--- src/core/sgs_pkg.sv ---
// Shared constants and types for the safety group supervisor
package sgs_pkg;
   // Sizes of the supervised structure
   localparam int NUM_GRP = 4;          // Safety groups
   localparam int PAIRS_PER_GRP = 2;    // Block input pairs per group
   localparam int CONN_PER_GRP = 2;     // Safety connections per group
   localparam int NUM_PAIR = NUM_GRP * PAIRS_PER_GRP;
   localparam int NUM_CONN = NUM_GRP * CONN_PER_GRP;
   localparam int ADDR_W = 10;          // Node address switch bank width
   localparam int DISC_W = 16;          // Discrepancy counter width
   localparam int RA_W = 8;             // Register byte address width

   // Register byte offsets
   localparam logic [RA_W-1:0] REG_PAIR_CFG = 8'h00;
   localparam logic [RA_W-1:0] REG_DISC_TIME = 8'h04;
   localparam logic [RA_W-1:0] REG_RUN_SW = 8'h08;
   localparam logic [RA_W-1:0] REG_IRQ_STATUS = 8'h0c;
   localparam logic [RA_W-1:0] REG_IRQ_MASK = 8'h10;
   localparam logic [RA_W-1:0] REG_GRP_STATE = 8'h14;
   localparam logic [RA_W-1:0] REG_NODE_ADDR = 8'h18;

   // Field positions
   localparam int CFG_BITS = 4;         // Per-pair field in PAIR_CFG
   localparam int CFG_CONTACT = 2;      // Contact type bit in a pair field
   localparam int ST_BLK = 0;           // Block fault events, one per group
   localparam int ST_LINK = 4;          // Link fault events, one per group
   localparam int ST_ADDR = 8;          // Invalid address event
   localparam int ST_W = 9;
   localparam int GS_ACTIVE = 0;
   localparam int GS_BLK = 4;
   localparam int GS_LINK = 8;
   localparam int GS_OUTERR = 12;
   localparam int NA_VALID = 16;

   // Reset values
   localparam logic [31:0] PAIR_CFG_RST = 32'h0000_0000;
   localparam logic [NUM_GRP-1:0] RUN_SW_RST = 4'hf;
   localparam logic [ST_W-1:0] IRQ_MASK_RST = 9'h000;
   localparam logic [ADDR_W-1:0] ADDR_INVALID = 10'h000;

   // Discrepancy window default, as a time and as clock cycles
   localparam int CLK_PERIOD_NS = 10;
   localparam int DISC_TIME_NS = 1000;
   localparam logic [DISC_W-1:0] DISC_CYC_RST =
      DISC_W'((DISC_TIME_NS + CLK_PERIOD_NS - 1) / CLK_PERIOD_NS);

   // Block input modes
   typedef enum logic [1:0]
   {
      SGS_MODE_OFF = 2'b00,
      SGS_MODE_SINGLE = 2'b01,
      SGS_MODE_DUAL = 2'b10
   } sgs_mode_t;

   // Acknowledge pulse tracker states, Gray along low-high-low
   typedef enum logic [1:0]
   {
      SGS_ACK_WAIT_LOW = 2'b00,
      SGS_ACK_SEEN_LOW = 2'b01,
      SGS_ACK_SEEN_HIGH = 2'b11
   } sgs_ack_t;
endpackage : sgs_pkg

--- src/core/sgs_ack_detect.sv ---
// Acknowledge detector: one pulse per low-high-low sequence
`timescale 1ns/1ps
module sgs_ack_detect
   import sgs_pkg::*;
(
   input wire logic clk,
   input wire logic rst,
   input wire logic ack_level,  // Synchronised acknowledge level
   output logic ack_pulse       // One cycle on the closing falling edge
);
   sgs_ack_t state; // Position in the low-high-low sequence

   // A level held high at reset must first drop, so a stuck-high
   // input can never clear faults by itself
   always_ff @(posedge clk)
   begin
      if (rst)
      begin
         state <= SGS_ACK_WAIT_LOW;
      end
      else
      begin
         unique case (state)
            SGS_ACK_WAIT_LOW:
            begin
               if (!ack_level)
                  state <= SGS_ACK_SEEN_LOW;
            end
            SGS_ACK_SEEN_LOW:
            begin
               if (ack_level)
                  state <= SGS_ACK_SEEN_HIGH;
            end
            SGS_ACK_SEEN_HIGH:
            begin
               if (!ack_level)
                  state <= SGS_ACK_SEEN_LOW;
            end
            default:
            begin
               state <= SGS_ACK_WAIT_LOW; // Illegal code recovers
            end
         endcase
      end
   end

   // Pulse registered so it is glitch free
   always_ff @(posedge clk)
   begin
      if (rst)
         ack_pulse <= 1'b0;
      else
         ack_pulse <= (state == SGS_ACK_SEEN_HIGH) && !ack_level;
   end
endmodule : sgs_ack_detect

--- src/core/sgs_input_pair.sv ---
// Block input pair checker with single and two-channel modes
`timescale 1ns/1ps
module sgs_input_pair
   import sgs_pkg::*;
(
   input wire logic clk,
   input wire logic rst,
   input wire logic enable,             // Owning group is running
   input wire sgs_mode_t mode,          // Deactivated, single or dual
   input wire logic contact_break,      // Channels expected opposite
   input wire logic ch_a,               // Synchronised channel A
   input wire logic ch_b,               // Synchronised channel B
   input wire logic [DISC_W-1:0] disc_limit, // Window in cycles
   output logic value,                  // Logical input value
   output logic err                     // Discrepancy window exceeded
);
   logic [DISC_W-1:0] disc_cnt; // Cycles spent outside the relation
   logic mismatch;              // Channels break the expected relation

   // Equal levels for make contacts, opposite for break contacts
   assign mismatch = (mode == SGS_MODE_DUAL) &&
                     ((ch_a ^ ch_b) != contact_break);

   // Counts while mismatched; a stopped group holds it cleared
   always_ff @(posedge clk)
   begin
      if (rst || !enable || !mismatch)
         disc_cnt <= '0;
      else if (disc_cnt != disc_limit)
         disc_cnt <= disc_cnt + 1'b1;
   end

   // Error once the mismatch has lasted the whole window
   always_ff @(posedge clk)
   begin
      if (rst || !enable)
         err <= 1'b0;
      else
         err <= mismatch && (disc_cnt == disc_limit);
   end

   // Value per mode; a stopped pair reads as its safe value
   always_ff @(posedge clk)
   begin
      if (rst || !enable)
         value <= 1'b0;
      else
      begin
         unique case (mode)
            SGS_MODE_OFF: value <= 1'b1;
            SGS_MODE_SINGLE: value <= ch_a & ch_b;
            SGS_MODE_DUAL: value <= ch_a & (ch_b ^ contact_break) &
                                    !mismatch;
            default: value <= 1'b0; // Reserved mode code is safe
         endcase
      end
   end
endmodule : sgs_input_pair

--- src/core/sgs_core.sv ---
// Safety group supervisor: address, run gating, fault latching
// Functional notes
// - Node address from ten switches, switch one LSB
// - All-off switches is an invalid address
// - Link fault stops its group only
// - Run true or unlinked executes group blocks
// - Run false stops blocks, outputs safe
// - Acknowledge clears on low-high-low sequence
// - Block fault output while any block errs
// - Link fault output while any connection errs
// - Local output fault flag always false
// - Two-channel pair checks relation within window
// - Single-channel independent, deactivated ignored
//
// The strobed register port and the address map are this design's own decisions.
`timescale 1ns/1ps
module sgs_core
   import sgs_pkg::*;
(
   input wire logic clk,
   input wire logic rst,
   // Node address switch bank, bit 0 is switch one
   input wire logic [ADDR_W-1:0] addr_sw,
   // Per-group run and acknowledge inputs
   input wire logic [NUM_GRP-1:0] run_in,
   input wire logic [NUM_GRP-1:0] run_linked,
   input wire logic [NUM_GRP-1:0] ack_in,
   // Block input channels and connection error reports
   input wire logic [NUM_PAIR-1:0] ch_a,
   input wire logic [NUM_PAIR-1:0] ch_b,
   input wire logic [NUM_CONN-1:0] conn_err,
   // Register port
   input wire logic [RA_W-1:0] reg_addr,
   input wire logic [31:0] reg_wdata,
   input wire logic reg_wr,
   input wire logic reg_rd,
   output logic [31:0] reg_rdata,
   // Results
   output logic [ADDR_W-1:0] node_addr,
   output logic node_addr_valid,
   output logic [NUM_GRP-1:0] grp_active,
   output logic [NUM_GRP-1:0] grp_out,
   output logic [NUM_GRP-1:0] block_fault_flag,
   output logic [NUM_GRP-1:0] link_fault_flag,
   output logic [NUM_GRP-1:0] out_fault_flag,
   output logic irq
);
   // Register address match, used by every access decode
   function automatic logic reg_hit(input logic [RA_W-1:0] a,
                                    input logic [RA_W-1:0] off);
      reg_hit = (a == off);
   endfunction : reg_hit

   localparam int SYNC_W = ADDR_W + 3 * NUM_GRP + 2 * NUM_PAIR + NUM_CONN;

   logic [SYNC_W-1:0] sync1;       // First stage, read only by sync2
   logic [SYNC_W-1:0] sync2;       // Second stage, safe to use
   logic [ADDR_W-1:0] addr_s;      // Synchronised switch bank
   logic [NUM_GRP-1:0] run_s;      // Synchronised run levels
   logic [NUM_GRP-1:0] linked_s;   // Synchronised link-present levels
   logic [NUM_GRP-1:0] ack_s;      // Synchronised acknowledge levels
   logic [NUM_PAIR-1:0] ch_a_s;    // Synchronised channel A
   logic [NUM_PAIR-1:0] ch_b_s;    // Synchronised channel B
   logic [NUM_CONN-1:0] conn_s;    // Synchronised connection errors

   logic [31:0] pair_cfg;          // Mode and contact type per pair
   logic [DISC_W-1:0] disc_time;   // Discrepancy window in cycles
   logic [NUM_GRP-1:0] run_sw;     // Software run enable per group
   logic [ST_W-1:0] irq_status;    // Sticky event bits
   logic [ST_W-1:0] irq_mask;      // Interrupt enables
   logic [ST_W-1:0] events;        // Event pulses this cycle, address bit held as a level
   logic [NUM_GRP-1:0] blk_prev;   // Block fault flag, previous cycle
   logic [NUM_GRP-1:0] link_prev;  // Link fault flag, previous cycle
   logic addr_ok;                  // Decoded address is usable

   logic [NUM_PAIR-1:0] pair_val;  // Per-pair logical value
   logic [NUM_PAIR-1:0] pair_err;  // Per-pair discrepancy error
   logic [NUM_GRP-1:0] blk_cause;  // Any block of the group in error
   logic [NUM_GRP-1:0] link_cause; // Any connection of group in error
   logic [NUM_GRP-1:0] ack_pulse;  // Completed acknowledge sequence
   logic [NUM_GRP-1:0] run_eff;    // Effective run level
   logic [NUM_GRP-1:0] grp_logic;  // AND of the group's pair values
   logic [31:0] next_rdata;        // Read mux result

   // Two-flop synchroniser for every pin input
   always_ff @(posedge clk)
   begin
      if (rst)
      begin
         sync1 <= '0;
         sync2 <= '0;
      end
      else
      begin
         sync1 <= {addr_sw, run_in, run_linked, ack_in, ch_a, ch_b,
                   conn_err};
         sync2 <= sync1;
      end
   end

   assign {addr_s, run_s, linked_s, ack_s, ch_a_s, ch_b_s, conn_s} = sync2;

   // Address is plain binary of the switch bank
   always_ff @(posedge clk)
   begin
      if (rst)
         node_addr <= ADDR_INVALID;
      else
         node_addr <= addr_s;
   end

   // Zero is refused; groups stay stopped until a usable address
   assign addr_ok = (node_addr != ADDR_INVALID);
   assign node_addr_valid = addr_ok;

   // Unlinked run inputs count as true; software may also stop
   assign run_eff = (run_s | ~linked_s) & run_sw;

   // Per-group fault causes, acknowledge and output logic
   genvar g;
   generate
      for (g = 0; g < NUM_GRP; g++)
      begin : g_grp
         assign blk_cause[g] =
            |pair_err[g*PAIRS_PER_GRP +: PAIRS_PER_GRP];
         assign link_cause[g] =
            |conn_s[g*CONN_PER_GRP +: CONN_PER_GRP];
         assign grp_logic[g] =
            &pair_val[g*PAIRS_PER_GRP +: PAIRS_PER_GRP];

         sgs_ack_detect sgs_ack_detect_inst
         (
            .clk(clk),
            .rst(rst),
            .ack_level(ack_s[g]),
            .ack_pulse(ack_pulse[g])
         );
      end
   endgenerate

   // Pair checkers run only while their group is active
   genvar p;
   generate
      for (p = 0; p < NUM_PAIR; p++)
      begin : g_pair
         sgs_input_pair sgs_input_pair_inst
         (
            .clk(clk),
            .rst(rst),
            .enable(grp_active[p / PAIRS_PER_GRP]),
            .mode(sgs_mode_t'(pair_cfg[p*CFG_BITS +: 2])),
            .contact_break(pair_cfg[p*CFG_BITS + CFG_CONTACT]),
            .ch_a(ch_a_s[p]),
            .ch_b(ch_b_s[p]),
            .disc_limit(disc_time),
            .value(pair_val[p]),
            .err(pair_err[p])
         );
      end
   endgenerate

   // Block faults latch; an acknowledge clears only without cause,
   // and a cause in the same cycle keeps the flag set
   always_ff @(posedge clk)
   begin
      if (rst)
         block_fault_flag <= '0;
      else
         block_fault_flag <= blk_cause |
            (block_fault_flag & ~(ack_pulse & ~blk_cause));
   end

   // Link faults latch the same way
   always_ff @(posedge clk)
   begin
      if (rst)
         link_fault_flag <= '0;
      else
         link_fault_flag <= link_cause |
            (link_fault_flag & ~(ack_pulse & ~link_cause));
   end

   // Group runs only with run, a valid address and no link fault;
   // a link fault of one group leaves the others alone
   always_ff @(posedge clk)
   begin
      if (rst)
         grp_active <= '0;
      else
         grp_active <= run_eff & {NUM_GRP{addr_ok}} &
                       ~link_fault_flag & ~link_cause;
   end

   // Group output is forced safe when stopped or faulted; it uses the
   // terms of the next active state so it never lags a stop or fault
   always_ff @(posedge clk)
   begin
      if (rst)
         grp_out <= '0;
      else
         grp_out <= run_eff & {NUM_GRP{addr_ok}} & grp_logic &
                    ~link_fault_flag & ~link_cause &
                    ~block_fault_flag & ~blk_cause;
   end

   // No local outputs exist, so this fault never rises
   always_ff @(posedge clk)
   begin
      if (rst)
         out_fault_flag <= '0;
      else
         out_fault_flag <= '0;
   end

   // Pair configuration register
   always_ff @(posedge clk)
   begin
      if (rst)
         pair_cfg <= PAIR_CFG_RST;
      else if (reg_wr && reg_hit(reg_addr, REG_PAIR_CFG))
         pair_cfg <= reg_wdata;
   end

   // Discrepancy window; zero would flag instantly, so a user
   // should keep it above the channel skew of the sensors
   always_ff @(posedge clk)
   begin
      if (rst)
         disc_time <= DISC_CYC_RST;
      else if (reg_wr && reg_hit(reg_addr, REG_DISC_TIME))
         disc_time <= reg_wdata[DISC_W-1:0];
   end

   // Software run enables, all running after reset
   always_ff @(posedge clk)
   begin
      if (rst)
         run_sw <= RUN_SW_RST;
      else if (reg_wr && reg_hit(reg_addr, REG_RUN_SW))
         run_sw <= reg_wdata[NUM_GRP-1:0];
   end

   // Interrupt mask register
   always_ff @(posedge clk)
   begin
      if (rst)
         irq_mask <= IRQ_MASK_RST;
      else if (reg_wr && reg_hit(reg_addr, REG_IRQ_MASK))
         irq_mask <= reg_wdata[ST_W-1:0];
   end

   // Previous flags for rising-edge event detection
   always_ff @(posedge clk)
   begin
      if (rst)
      begin
         blk_prev <= '0;
         link_prev <= '0;
      end
      else
      begin
         blk_prev <= block_fault_flag;
         link_prev <= link_fault_flag;
      end
   end

   // Events: new latched faults, and an invalid address held
   assign events = {!addr_ok,
                    link_fault_flag & ~link_prev,
                    block_fault_flag & ~blk_prev};

   // Sticky status, write one to clear; a new event wins the clear
   always_ff @(posedge clk)
   begin
      if (rst)
         irq_status <= '0;
      else if (reg_wr && reg_hit(reg_addr, REG_IRQ_STATUS))
         irq_status <= (irq_status & ~reg_wdata[ST_W-1:0]) | events;
      else
         irq_status <= irq_status | events;
   end

   assign irq = |(irq_status & irq_mask);

   // Read mux; unmapped addresses read zero
   always_comb
   begin
      next_rdata = '0;
      if (reg_hit(reg_addr, REG_PAIR_CFG))
         next_rdata = pair_cfg;
      else if (reg_hit(reg_addr, REG_DISC_TIME))
         next_rdata[DISC_W-1:0] = disc_time;
      else if (reg_hit(reg_addr, REG_RUN_SW))
         next_rdata[NUM_GRP-1:0] = run_sw;
      else if (reg_hit(reg_addr, REG_IRQ_STATUS))
         next_rdata[ST_W-1:0] = irq_status;
      else if (reg_hit(reg_addr, REG_IRQ_MASK))
         next_rdata[ST_W-1:0] = irq_mask;
      else if (reg_hit(reg_addr, REG_GRP_STATE))
      begin
         next_rdata[GS_ACTIVE +: NUM_GRP] = grp_active;
         next_rdata[GS_BLK +: NUM_GRP] = block_fault_flag;
         next_rdata[GS_LINK +: NUM_GRP] = link_fault_flag;
         next_rdata[GS_OUTERR +: NUM_GRP] = out_fault_flag;
      end
      else if (reg_hit(reg_addr, REG_NODE_ADDR))
      begin
         next_rdata[ADDR_W-1:0] = node_addr;
         next_rdata[NA_VALID] = addr_ok;
      end
   end

   // Read data stands only in the cycle after the strobe
   always_ff @(posedge clk)
   begin
      if (rst || !reg_rd)
         reg_rdata <= '0;
      else
         reg_rdata <= next_rdata;
   end
endmodule : sgs_core

--- config.mk ---
export PLATFORM = sky130hd
export DESIGN_NAME = sgs_core
export DESIGN_NICKNAME = d
export VERILOG_FILES = /design/src/core/sgs_pkg.sv /design/src/core/sgs_ack_detect.sv /design/src/core/sgs_input_pair.sv /design/src/core/sgs_core.sv
export SDC_FILE = /design/constraint.sdc
export NUM_CORES = 1
export LEC_CHECK = 0
export BUFFER_PORTS_ARGS = -buffer_cell sky130_fd_sc_hd__buf_2
export CAP_MARGIN = 10
export CORE_UTILIZATION = 30
export DETAILED_ROUTE_END_ITERATION = 10
export SYNTH_ARGS = -nofsm -noshare
export SYNTH_HDL_FRONTEND = slang
export SYNTH_SLANG_ARGS = --single-unit
--- constraint.sdc ---
create_clock -name clk -period 3.4 [get_ports clk]
set_input_delay 0.51 -clock clk [delete_from_list [all_inputs] [get_ports clk]]
set_output_delay 0.51 -clock clk [all_outputs]
set_load 0.005 [all_outputs]
==> metrics.md, run 1 <==
| Metric | Value |
|---|---|
| Status | `finished, final reports clean` |
| Fin crit period | `2570 ps` |
| # setup viols final | `0` |
| Cell area after layout | `19900 um2` |
| Core ar. | `55300 um2` |
| Worst hold start | `ack_in[0]` |
| Final core occ | `36.0%` |
| Top cells by count, synth | `dfxtp_1, nand2_1, a21oi_1, xnor2_1, nor2b_1` |
| Post-place setup slack | `452 ps` |
| Clock root buffer | `clkbuf_16` |
| Yosys cell types | `54` |
| Syn Area/Cell | `8.98 um2` |
| Setup TNS | `0 ps` |
| Die ar. | `57100 um2` |
| FILL cells | `5705` |
| Max-cap viol count | `0` |
| PostCTS Resize Cnt | `0` |
| Routed vias/inst | `5.06` |
| # H-tree levels | `2` |
| Slew headroom | `28.8%` |
| Total CTS buffers | `43` |
| WL final | `48.8 mm` |
| R2R depth | `7` |
| I/O pins | `154` |
| Clock latency on the worst-skew pair | `570 ps` |
| Data required, critical path | `3810 ps` |
| CP peak stage delay | `660 ps` |
| CP max FO | `20` |
| Final period util | `75.6%` |
| Clk sinks | `384` |
| Cell mode on critical path | `buf_4` |
| Post-DP HPWL | `34.7 mm` |
| Buffers inserted by post-CTS timing repair | `0` |
| Power per Cell Area | `507 nW/um2` |
| Share of cells above drive strength 1 | `14.4%` |
| IO Port Bufs | `149` |
| Nets | `2119` |
| Die height | `239 um` |
| Slowest library cell on the worst path | `dfxtp_1` |
| Post-synth top area share | `45.6%` |
| Pin count of the biggest net entering global routing | `119` |
| Fmax | `0.389 GHz` |
| CP Capture Type | `flop` |
| CP Launch Point | `disc_time[5]$_SDFFE_PP1P_` |
| Critical Path AT | `2980 ps` |
| R2R Path Start | `disc_time[5]$_SDFFE_PP1P_` |
| Most used DFF post-synth | `dfxtp_1` |
| Cts-stage hold buffer count | `0` |
| Clock buffer depth | `3` |
| Final std cells w/o fill | `2781` |
| Worst Max-Slew Pin Slew | `1060 ps` |
| Seq/Total Area, Yosys | `45.6%` |
| Critical path type | `flop to flop` |
| Placed cell area | `18300 um2` |
| Worst path depth | `7` |
| Synth-to-layout area growth | `18.2%` |
| Synth Warn # | `0` |
| Initial antenna violation count | `10` |
| Leakage | `0.00694 uW` |
| Initial drt markers | `876` |
| First-pass GRT wire length | `76.4 mm` |
| R2r endpoint | `g_pair[7].sgs_input_pair_inst.disc_cnt[14]$_SDFFE_PP0N_` |
| WL/cell | `17.5 um` |
| Syn Inst Count | `1876` |
| Hold depth | `2` |
| Crit path to | `g_pair[7].sgs_input_pair_inst.disc_cnt[14]$_SDFFE_PP0N_` |
| R2r setup slk | `830 ps` |
| CP top delay family | `simple AND/OR/NAND/NOR gates` |
| Final Max Slew Viols | `0` |
| Dpl cells | `2700` |
| Post-synth EDFFs | `0` |
| Gpl congestion | `0.841` |
| Vias post-DR | `14080` |
| RSZ-0062 raised after global routing | `false` |
| Buf/Inv on CP | `2` |
| Most common cell in the synthesized netlist | `dfxtp_1` |
| Crit path launch type | `flop` |
| Placement Rows | `86` |
| Hold WC Path Type | `primary input to flop` |
| Total track usage | `17.1%` |
| Clock Skew | `20.8 ps` |
| Initial Util | `30.5%` |
| Area contributors post-synth | `dfxtp_1, xnor2_1, a21oi_1` |
| GR Overflow Total | `0` |
| Synth area leader | `dfxtp_1` |
| Drc violations | `0` |
| Reg clk slew, reported paths | `60 ps` |
| First drt pass iteration count | `5` |
| Synthesized area | `16900 um2` |
| Maximum vdd drop | `0.420 mV` |
| Fin. Hold Viols | `0` |
| Routed Antenna Nets | `0` |
| Number of global-route vias before repair | `13863` |
| CP Cell Sequence | `buf_4 > xnor2_1 > nand4_1 > nor4_4 > buf_4 > or4_1 > a21oi_1` |
| CTS tree | `yes` |
| Flops & latches, synth | `384` |
| Die width | `239 um` |
| PnR worst setup slack | `831 ps` |
| Asr flop ratio synth | `0%` |
report_power, final:
part,switching [uW],total [uW],internal [uW]
clock,1900,5080,3180
sequential,63.0,4660,4590
combinational,207,365,158
total,2170,10100,7930
kinds of logic after synthesis:
| group | Yosys count | share of synthesized area, % |
|---|---|---|
| AND/OR/NAND/NOR | 776 | 26.1 |
| buffers and inverters | 154 | 4.33 |
| AO/OA/AOI/OAI | 363 | 12.8 |
| XOR/XNOR | 144 | 7.48 |
| flip-flops | 384 | 45.6 |
| adder cells (fa/ha/maj) | 32 | 2.38 |
| multiplexers | 22 | 1.31 |
| other | 1 | 0.0223 |
area by class of cell:
cell class / count / area [um2] / share of cell area (%)
Clock buffer: 59 / 1250 / 6.27
Tap cell: 748 / 936 / 4.70
Timing Repair Buffer: 191 / 1090 / 5.48
Multi-Input combinational cell: 1341 / 8500 / 42.7
Clock inverter: 20 / 315 / 1.58
Inverter: 36 / 135 / 0.679
Antenna cell: 2 / 5.00 / 0.0251
Sequential cell: 384 / 7690 / 38.6
cells in the final DEF, fill, tap and decap left out, types with 22 or more instances in the layout:
cell type	count
buf_2	148
o211ai_1	25
xnor2_1	138
nor2_1	84
and3_1	28
nand3_1	64
mux2i_1	22
ha_1	32
or4_1	65
nand4_1	67
o31ai_1	34
a21oi_1	177
inv_1	36
clkbuf_16	45
or3_1	58
o21ai_0	80
nor2b_1	123
dfxtp_1	384
nand2_1	183
buf_4	40
flip-flops by register name, indices dropped and copies added, names as in the netlist:
| register | cells |
|---|---|
| g_pair.sgs_input_pair_inst.disc_cnt | 128 |
| sync1 | 46 |
| sync2 | 46 |
| pair_cfg | 32 |
| reg_rdata | 32 |
| disc_time | 16 |
| node_addr | 10 |
| irq_mask | 9 |
| irq_status | 9 |
| g_grp.sgs_ack_detect_inst.state | 8 |
| g_pair.sgs_input_pair_inst.err | 8 |
| g_pair.sgs_input_pair_inst.value | 8 |
| blk_prev | 4 |
| block_fault_flag | 4 |
| g_grp.sgs_ack_detect_inst.ack_pulse | 4 |
| grp_active | 4 |
| grp_out | 4 |
| link_fault_flag | 4 |
| link_prev | 4 |
| run_sw | 4 |
stage by stage:
step	hold slack (ps)	total power, uW
after floorplan	414	4950
after global placement	416	5100
after detailed placement	420	5120
after CTS	127	10200
after global routing	141	10500
final	146	10100
worst reg2reg max path, cell delays in order, from the launching register on:
cell     delay, ps
dfxtp_1        660
buf_4          270
xnor2_1        130
nand4_1        160
nor4_4         660
buf_4          330
or4_1          150
a21oi_1         60
routing by layer:
layer / track usage [%] / routed length [um] / part of all wire (%) / vias up
met4: 6.02 / 1410 / 2.9 / 10
met1: 21.5 / 21200 / 43 / 6702
li1: - / - / - / 6880
met5: 0 / 52 / 0.11 / -
met3: 4.61 / 3720 / 7.6 / 100
met2: 27.8 / 22400 / 46 / 388
worst min-delay path by stage:
| stage | endpoint |
|---|---|
| floorplan | node_addr[0]$_SDFF_PP0_ |
| global placement | node_addr[1]$_SDFF_PP0_ |
| detailed placement | sync2[7]$_SDFF_PP0_ |
| CTS | sync1[28]$_SDFF_PP0_ |
| global route | sync1[25]$_SDFF_PP0_ |
| finish | sync1[24]$_SDFF_PP0_ |
(Power assumes the default switching activity.)
==> run 2, diff against run 1 <==
Settings changed: ABC_AREA from default to 1.
Clock period 3.4 ns to 2.1 ns, I/O delays scaled along.
==> metrics.md, run 2 <==
| Metric | Value |
|---|---|
| Core ar. | `56700 um2 (+2.5%)` |
| Most common cell in the synthesized netlist | `dfxtp_1` |
| Register share of total power | `47.1% (+1.0 points)` |
| Clock Skew | `24.2 ps (+3.48 ps)` |
| Yosys cell types | `49 (-9.3%)` |
| Initial antenna violation count | `4 (-6)` |
| Synth area leader | `dfxtp_1` |
| Crit path launch type | `flop` |
| Largest register FFs | `128 (unchanged)` |
| Dpl cells | `3184 (+18%)` |
| Fmax | `0.488 GHz` |
| Fin crit period | `2050 ps` |
| Power per Cell Area | `757 nW/um2 (+49%)` |
| Die height | `242 um (+1.3%)` |
| Die width | `242 um (+1.3%)` |
| Clock latency on the worst-skew pair | `580 ps (about the same)` |
| Maximum vdd drop | `0.583 mV (+39%)` |
| Post-synth EDFFs | `0 (unchanged)` |
| Initial drt markers | `798 (-8.9%)` |
| Reg clk slew, reported paths | `60 ps (about the same)` |
| Final std cells w/o fill | `3316 (+19%)` |
| Gpl congestion | `0.894 (+6.2%)` |
| Most used DFF post-synth | `dfxtp_1` |
| Critical path type | `flop to primary output` |
| Placement Rows | `87 (+1.2%)` |
| Hold WC Path Type | `primary input to flop` |
| Largest registers | `g_pair.sgs_input_pair_inst.disc_cnt: 128 flops, sync1: 46 flops, sync2: 46 flops` |
| Asr flop ratio synth | `0% (unchanged)` |
| Tot Pwr | `16100 uW (+59%)` |
| Most frequent cells in the layout | `dfxtp_1, nor2_1, inv_1, nand2_1, a21oi_1` |
| Pin count of the biggest net entering global routing | `71 (-40%)` |
| CP Capture Type | `primary output` |
| Top cells by count, synth | `dfxtp_1, nor2_1, inv_1, nand2_1, a21oi_1` |
| First drt pass iteration count | `5 (unchanged)` |
| Data required, critical path | `1780 ps (-2030 ps)` |
| Combinational Power Share | `4.8% (+1.2 points)` |
| Total track usage | `16.2% (-0.89 points)` |
| Worst Max-Slew Pin Slew | `589 ps (-469 ps)` |
| CTS tree | `yes` |
| Final period util | `97.5%` |
| Largest Register | `g_pair.sgs_input_pair_inst.disc_cnt` |
| Synth-to-layout area growth | `22.8%` |
| Synth Warn # | `0 (unchanged)` |
| Int Pwr | `12400 uW (+56%)` |
| Flops & latches, synth | `384 (unchanged)` |
| Critical Path AT | `1730 ps (-1250 ps)` |
| IO Port Bufs | `149 (unchanged)` |
| Vias post-DR | `14845 (+5.4%)` |
| WL final | `48.1 mm (-1.4%)` |
| Psw | `3660 uW (+69%)` |
| # setup viols final | `0 (unchanged)` |
| Sw frac | `22.8% (+1.3 points)` |
| Share of cells above drive strength 1 | `13.8% (-0.59 points)` |
| Max-cap viol count | `0 (unchanged)` |
| Post-synth top area share | `44.5% (-1.2 points)` |
| Synthesized area | `17300 um2 (+2.6%)` |
| Slowest library cell on the worst path | `dfxtp_2` |
| Clk sinks | `384 (unchanged)` |
| Final Max Slew Viols | `0 (unchanged)` |
| Post-DP HPWL | `35.7 mm (+2.7%)` |
| Syn Area/Cell | `7.60 um2 (-15%)` |
| Routed vias/inst | `4.48 (-12%)` |
| Commonest non-fill, non-tap cell in the layout | `dfxtp_1` |
| Routed Antenna Nets | `0 (unchanged)` |
| Buf/Inv on CP | `1 (-1)` |
| I/O pins | `154 (unchanged)` |
| Initial Util | `30.5% (about the same)` |
| Fin. Hold Viols | `0 (unchanged)` |
| Clock share of power | `48.0% (-2.3 points)` |
| Syn Inst Count | `2275 (+21%)` |
| Clock root buffer | `clkbuf_16` |
| Area contributors post-synth | `dfxtp_1, nor2_1, inv_1` |
| CP top delay family | `compound AO/OA/AOI/OAI gates` |
| Drc violations | `0 (unchanged)` |
| Diode count | `0 (-2)` |
| CP Cell Sequence | `a22o_1 > a221oi_2 > nand4_1 > buf_2` |
| Number of global-route vias before repair | `14068 (+1.5%)` |
| Clock buffer depth | `3 (unchanged)` |
| CP peak stage delay | `350 ps (-310 ps)` |
| First-pass GRT wire length | `76.0 mm (-0.50%)` |
| Final core occ | `37.4% (+1.4 points)` |
| Seq/Total Area, Yosys | `44.5% (-1.2 points)` |
| Total CTS buffers | `41 (-4.7%)` |
| Status | `finished, final reports clean` |
| Die ar. | `58600 um2 (+2.6%)` |
| WL/cell | `14.5 um (-17%)` |
| # H-tree levels | `2 (unchanged)` |
| CP max FO | `3 (-85%)` |
| Leakage | `0.00898 uW (+29%)` |
| GR Overflow Total | `0 (unchanged)` |
| Setup TNS | `0 ps (unchanged)` |
| Nets | `2654 (+25%)` |
| Slew headroom | `60.6% (+32 points)` |
## run 2: cell types whose count changed after synthesis, moves of 58 or more
cell,previous run,this run
nor2b_1,123,0
nor2_1,84,334
xor2_1,6,105
or4_1,65,0
inv_1,36,330
xnor2_1,138,57
or3_1,58,0
nand2_1,183,323
## run 2: what timing repair did
action / 4_1_cts / 5_1_grt
hold endpoints to repair: 60 / 0
setup endpoints to repair: 1 / 2
gates resized for setup: 1 / 3
buffers inserted: 0 / 1
hold buffers: 60 / 0
pin swaps: 1 / 4
## run 2: power by group through the flow
| stage | logic (uW) | clock network (uW) | registers, uW |
|---|---|---|---|
| 2_1_floorplan | 427 | 0 | 7700 |
| 6_report | 778 | 7720 | 7570 |
| 3_5_place_dp | 690 | 0 | 7730 |
| 5_1_grt | 895 | 8210 | 7590 |
| 3_3_place_gp | 679 | 0 | 7730 |
| 4_1_cts | 779 | 7890 | 7570 |
## run 2: area by class of cell
class,instances,area [um2]
flip-flops and latches,384,7690
inverters,356,1340
clock buffers,52,1130
well taps,756,946
fillers,5823,35500
multi-input cells,1463,7800
repair buffers,286,2000
clock inverters,19,324
## run 2: tightest hold or removal path, cell delays in order
cell     delay, ps
buf_2           80
o21ai_0         70
a21oi_1        100
## run 2: routing by layer
layer | global-route usage, % | share of wire [%] | up-vias
met5 | 0 | 0.083 | -
met4 | 6.12 | 3.2 | 6
met3 | 2.47 | 4.7 | 87
met2 | 27.0 | 46 | 327
met1 | 21.0 | 46 | 6671
li1 | - | - | 7754
## run 2: path summary, 6_finish.rpt
| kind | depth (start not counted) | endpoint | slack, ps | from |
|---|---|---|---|---|
| max | 4 | irq | 50 | irq_status[3]$_SDFF_PP0_ |
| max reg2reg | 12 | g_pair[7].sgs_input_pair_inst.disc_cnt[10]$_SDFFE_PP0N_ | 290 | disc_time[6]$_SDFFE_PP1P_ |
| min reg2reg | 2 | sync2[43]$_SDFF_PP0_ | 400 | sync1[43]$_SDFF_PP0_ |
| min | 3 | pair_cfg[31]$_SDFFE_PP0P_ | 30 | reg_wdata[31] |
## run 2: cells by family after synthesis
logic type | after synthesis | share of synthesized area (%)
AND/OR/NAND/NOR | 858 | 21.6
flip-flops | 384 | 44.5
buffers and inverters | 431 | 10.6
XOR/XNOR | 162 | 8.20
multiplexers | 4 | 0.260
adder cells (fa/ha/maj) | 32 | 2.32
AO/OA/AOI/OAI | 403 | 12.6
other | 1 | 0.0217
## run 2: through the flow
step	hold slack, ps	worst slack, ps	cell area, um2
floorplan	388	501	17300
global placement	389	244	19200
detailed placement	393	176	19200
CTS	0.268	1.06	21200
global route	31.6	-34.9	21200
finish	26.7	52.0	21200
==> run 3, diff against run 2 <==
Settings changed: BUFFER_PORTS_ARGS -buffer_cell sky130_fd_sc_hd__buf_2 to default, DONT_BUFFER_PORTS from default to 1.
==> metrics.md, run 3 (synthesis gave the netlist of run 2 again) <==
| Metric | Value |
|---|---|
| I/O pins | `154 (unchanged)` |
| Total track usage | `16.4% (+0.24 points)` |
| # H-tree levels | `2 (unchanged)` |
| Final period util | `94.6% (-3.0 points)` |
| Die ar. | `58600 um2 (unchanged)` |
| CP Capture Type | `primary output` |
| Number of global-route vias before repair | `14280 (+1.5%)` |
| R2r setup slk | `200 ps (-90 ps)` |
| Core ar. | `56700 um2 (unchanged)` |
| PnR worst setup slack | `114 ps (+62.3 ps)` |
| Routed vias/inst | `4.66 (+4.1%)` |
| Int Pwr | `12300 uW (-1.1%)` |
| CTS tree | `yes` |
| Register share of total power | `47.1% (about the same)` |
| WL final | `48.9 mm (+1.7%)` |
| Final core occ | `36.4% (-1.0 points)` |
| Power per Cell Area | `780 nW/um2 (+3.1%)` |
| Synth-to-layout area growth | `19.4%` |
| Clock buffer depth | `3 (unchanged)` |
| Critical Path AT | `1670 ps (-60 ps)` |
| Clock latency on the worst-skew pair | `590 ps (about the same)` |
| GR Overflow Total | `0 (unchanged)` |
| Largest registers | `g_pair.sgs_input_pair_inst.disc_cnt: 128 flops, sync1: 46 flops, sync2: 46 flops` |
| Initial Util | `30.5% (unchanged)` |
| Tot Pwr | `16100 uW (+0.25%)` |
| Post-place setup slack | `61.9 ps (-114 ps)` |
| IO Port Bufs | `0 (-100%)` |
| Fin crit period | `1990 ps (-62.3 ps)` |
| Critical path type | `flop to primary output` |
| Placement Rows | `87 (unchanged)` |
| Clock Skew | `28.9 ps (+4.65 ps)` |
| Max-cap viol count | `0 (unchanged)` |
| Worst Max-Slew Pin Slew | `697 ps (+108 ps)` |
| WL/cell | `15.4 um (+6.0%)` |
| Initial drt markers | `1224 (+53%)` |
| Clock share of power | `48.6% (+0.6 points)` |
| Die width | `242 um (unchanged)` |
| Crit path launch type | `flop` |
| Sw frac | `23.8% (+1.0 points)` |
| Gpl congestion | `0.908 (+1.6%)` |
| Pin count of the biggest net entering global routing | `105 (+48%)` |
| Vias post-DR | `14827 (-0.12%)` |
| Hold WC Path Type | `primary input to flop` |
| Initial antenna violation count | `4 (unchanged)` |
| Data required, critical path | `1780 ps (about the same)` |
| Maximum vdd drop | `0.642 mV (+10%)` |
| Commonest non-fill, non-tap cell in the layout | `dfxtp_1` |
| Buffers inserted by post-CTS timing repair | `0 (unchanged)` |
| Post-DP HPWL | `35.7 mm (about the same)` |
| Leakage | `0.00839 uW (-6.6%)` |
| First drt pass iteration count | `5 (unchanged)` |
| Fin. Hold Viols | `0 (unchanged)` |
| Setup TNS | `0 ps (unchanged)` |
| Clock root buffer | `clkbuf_16` |
| First-pass GRT wire length | `77.3 mm (+1.7%)` |
| Min Hold Slack | `37.8 ps (+11.1 ps)` |
| Psw | `3840 uW (+4.7%)` |
| Fmax | `0.504 GHz (+3.1%)` |
| Combinational Power Share | `4.4% (-0.4 points)` |
| Nets | `2514 (-5.3%)` |
| Drc violations | `0 (unchanged)` |
| Total CTS buffers | `44 (+7.3%)` |
| Routed Antenna Nets | `0 (unchanged)` |
| Clk sinks | `384 (unchanged)` |
| Largest Register | `g_pair.sgs_input_pair_inst.disc_cnt` |
| Status | `finished, final reports clean` |
| RSZ-0062 raised after global routing | `false` |
| CP max FO | `3 (unchanged)` |
| Final Max Slew Viols | `0 (unchanged)` |
| Reg clk slew, reported paths | `60 ps (about the same)` |
| FILL cells | `5732 (-1.6%)` |
| Most frequent cells in the layout | `dfxtp_1, nor2_1, inv_1, nand2_1, a21oi_1` |
| Die height | `242 um (unchanged)` |
| Share of cells above drive strength 1 | `7.80% (-6.0 points)` |
| Slew headroom | `53.5% (-7.0 points)` |
| # setup viols final | `0 (unchanged)` |
| Largest register FFs | `128 (unchanged)` |
run 3: what timing repair did:
| action | CTS | global route |
|---|---|---|
| hold buffers | 89 | 0 |
| gates resized for setup | 0 | 5 |
| setup endpoints to repair | 0 | 30 |
| endpoints found under the hold margin | 187 | 0 |
run 3: layout make-up:
type / count / area (um2) / share of cell area (%)
flip-flops and latches: 384 / 7690 / 37.3
multi-input cells: 1463 / 7790 / 37.7
well taps: 756 / 946 / 4.58
inverters: 356 / 1340 / 6.50
repair buffers: 143 / 1400 / 6.79
clock inverters: 22 / 267 / 1.29
diodes: 2 / 5.00 / 0.0242
clock buffers: 56 / 1210 / 5.84
run 3: path summary, 6_finish.rpt:
path,end,cells after the start,start
max,irq,3,irq_status[3]$_SDFF_PP0_
min,grp_active[1]$_SDFF_PP0_,3,rst
max reg2reg,g_pair[6].sgs_input_pair_inst.disc_cnt[2]$_SDFFE_PP0N_,8,disc_time[2]$_SDFFE_PP1P_
min reg2reg,sync2[36]$_SDFF_PP0_,2,sync1[36]$_SDFF_PP0_
run 3: through the flow:
stage,instances,area [um2]
detailed placement,3013,18300
floorplan,2278,17300
finish,3182,20600
global route,3182,20600
global placement,3013,18300
CTS,3180,20600
run 3: routing by layer:
layer  wire length (um)  global-route usage (%)  up-vias
li1                   -                       -     7474
met1              21500                    20.5     6873
met2              23200                    27.9      382
met3               2750                    3.38       94
met4               1460                    5.71        4
met5                 28                       0        -
run 3: critical path, cell delays in order (launching register included):
cell and delay, ps:
dfxtp_1 360, a22o_1 250, a221oi_1 230, nand4_1 240
run 3: power by group through the flow:
stage | combinational, uW | sequential (uW) | clock [uW]
3_3_place_gp | 488 | 7740 | 0
3_5_place_dp | 528 | 7750 | 0
6_report | 702 | 7590 | 7830
2_1_floorplan | 427 | 7700 | 0
5_1_grt | 794 | 7600 | 8300
4_1_cts | 703 | 7590 | 8010
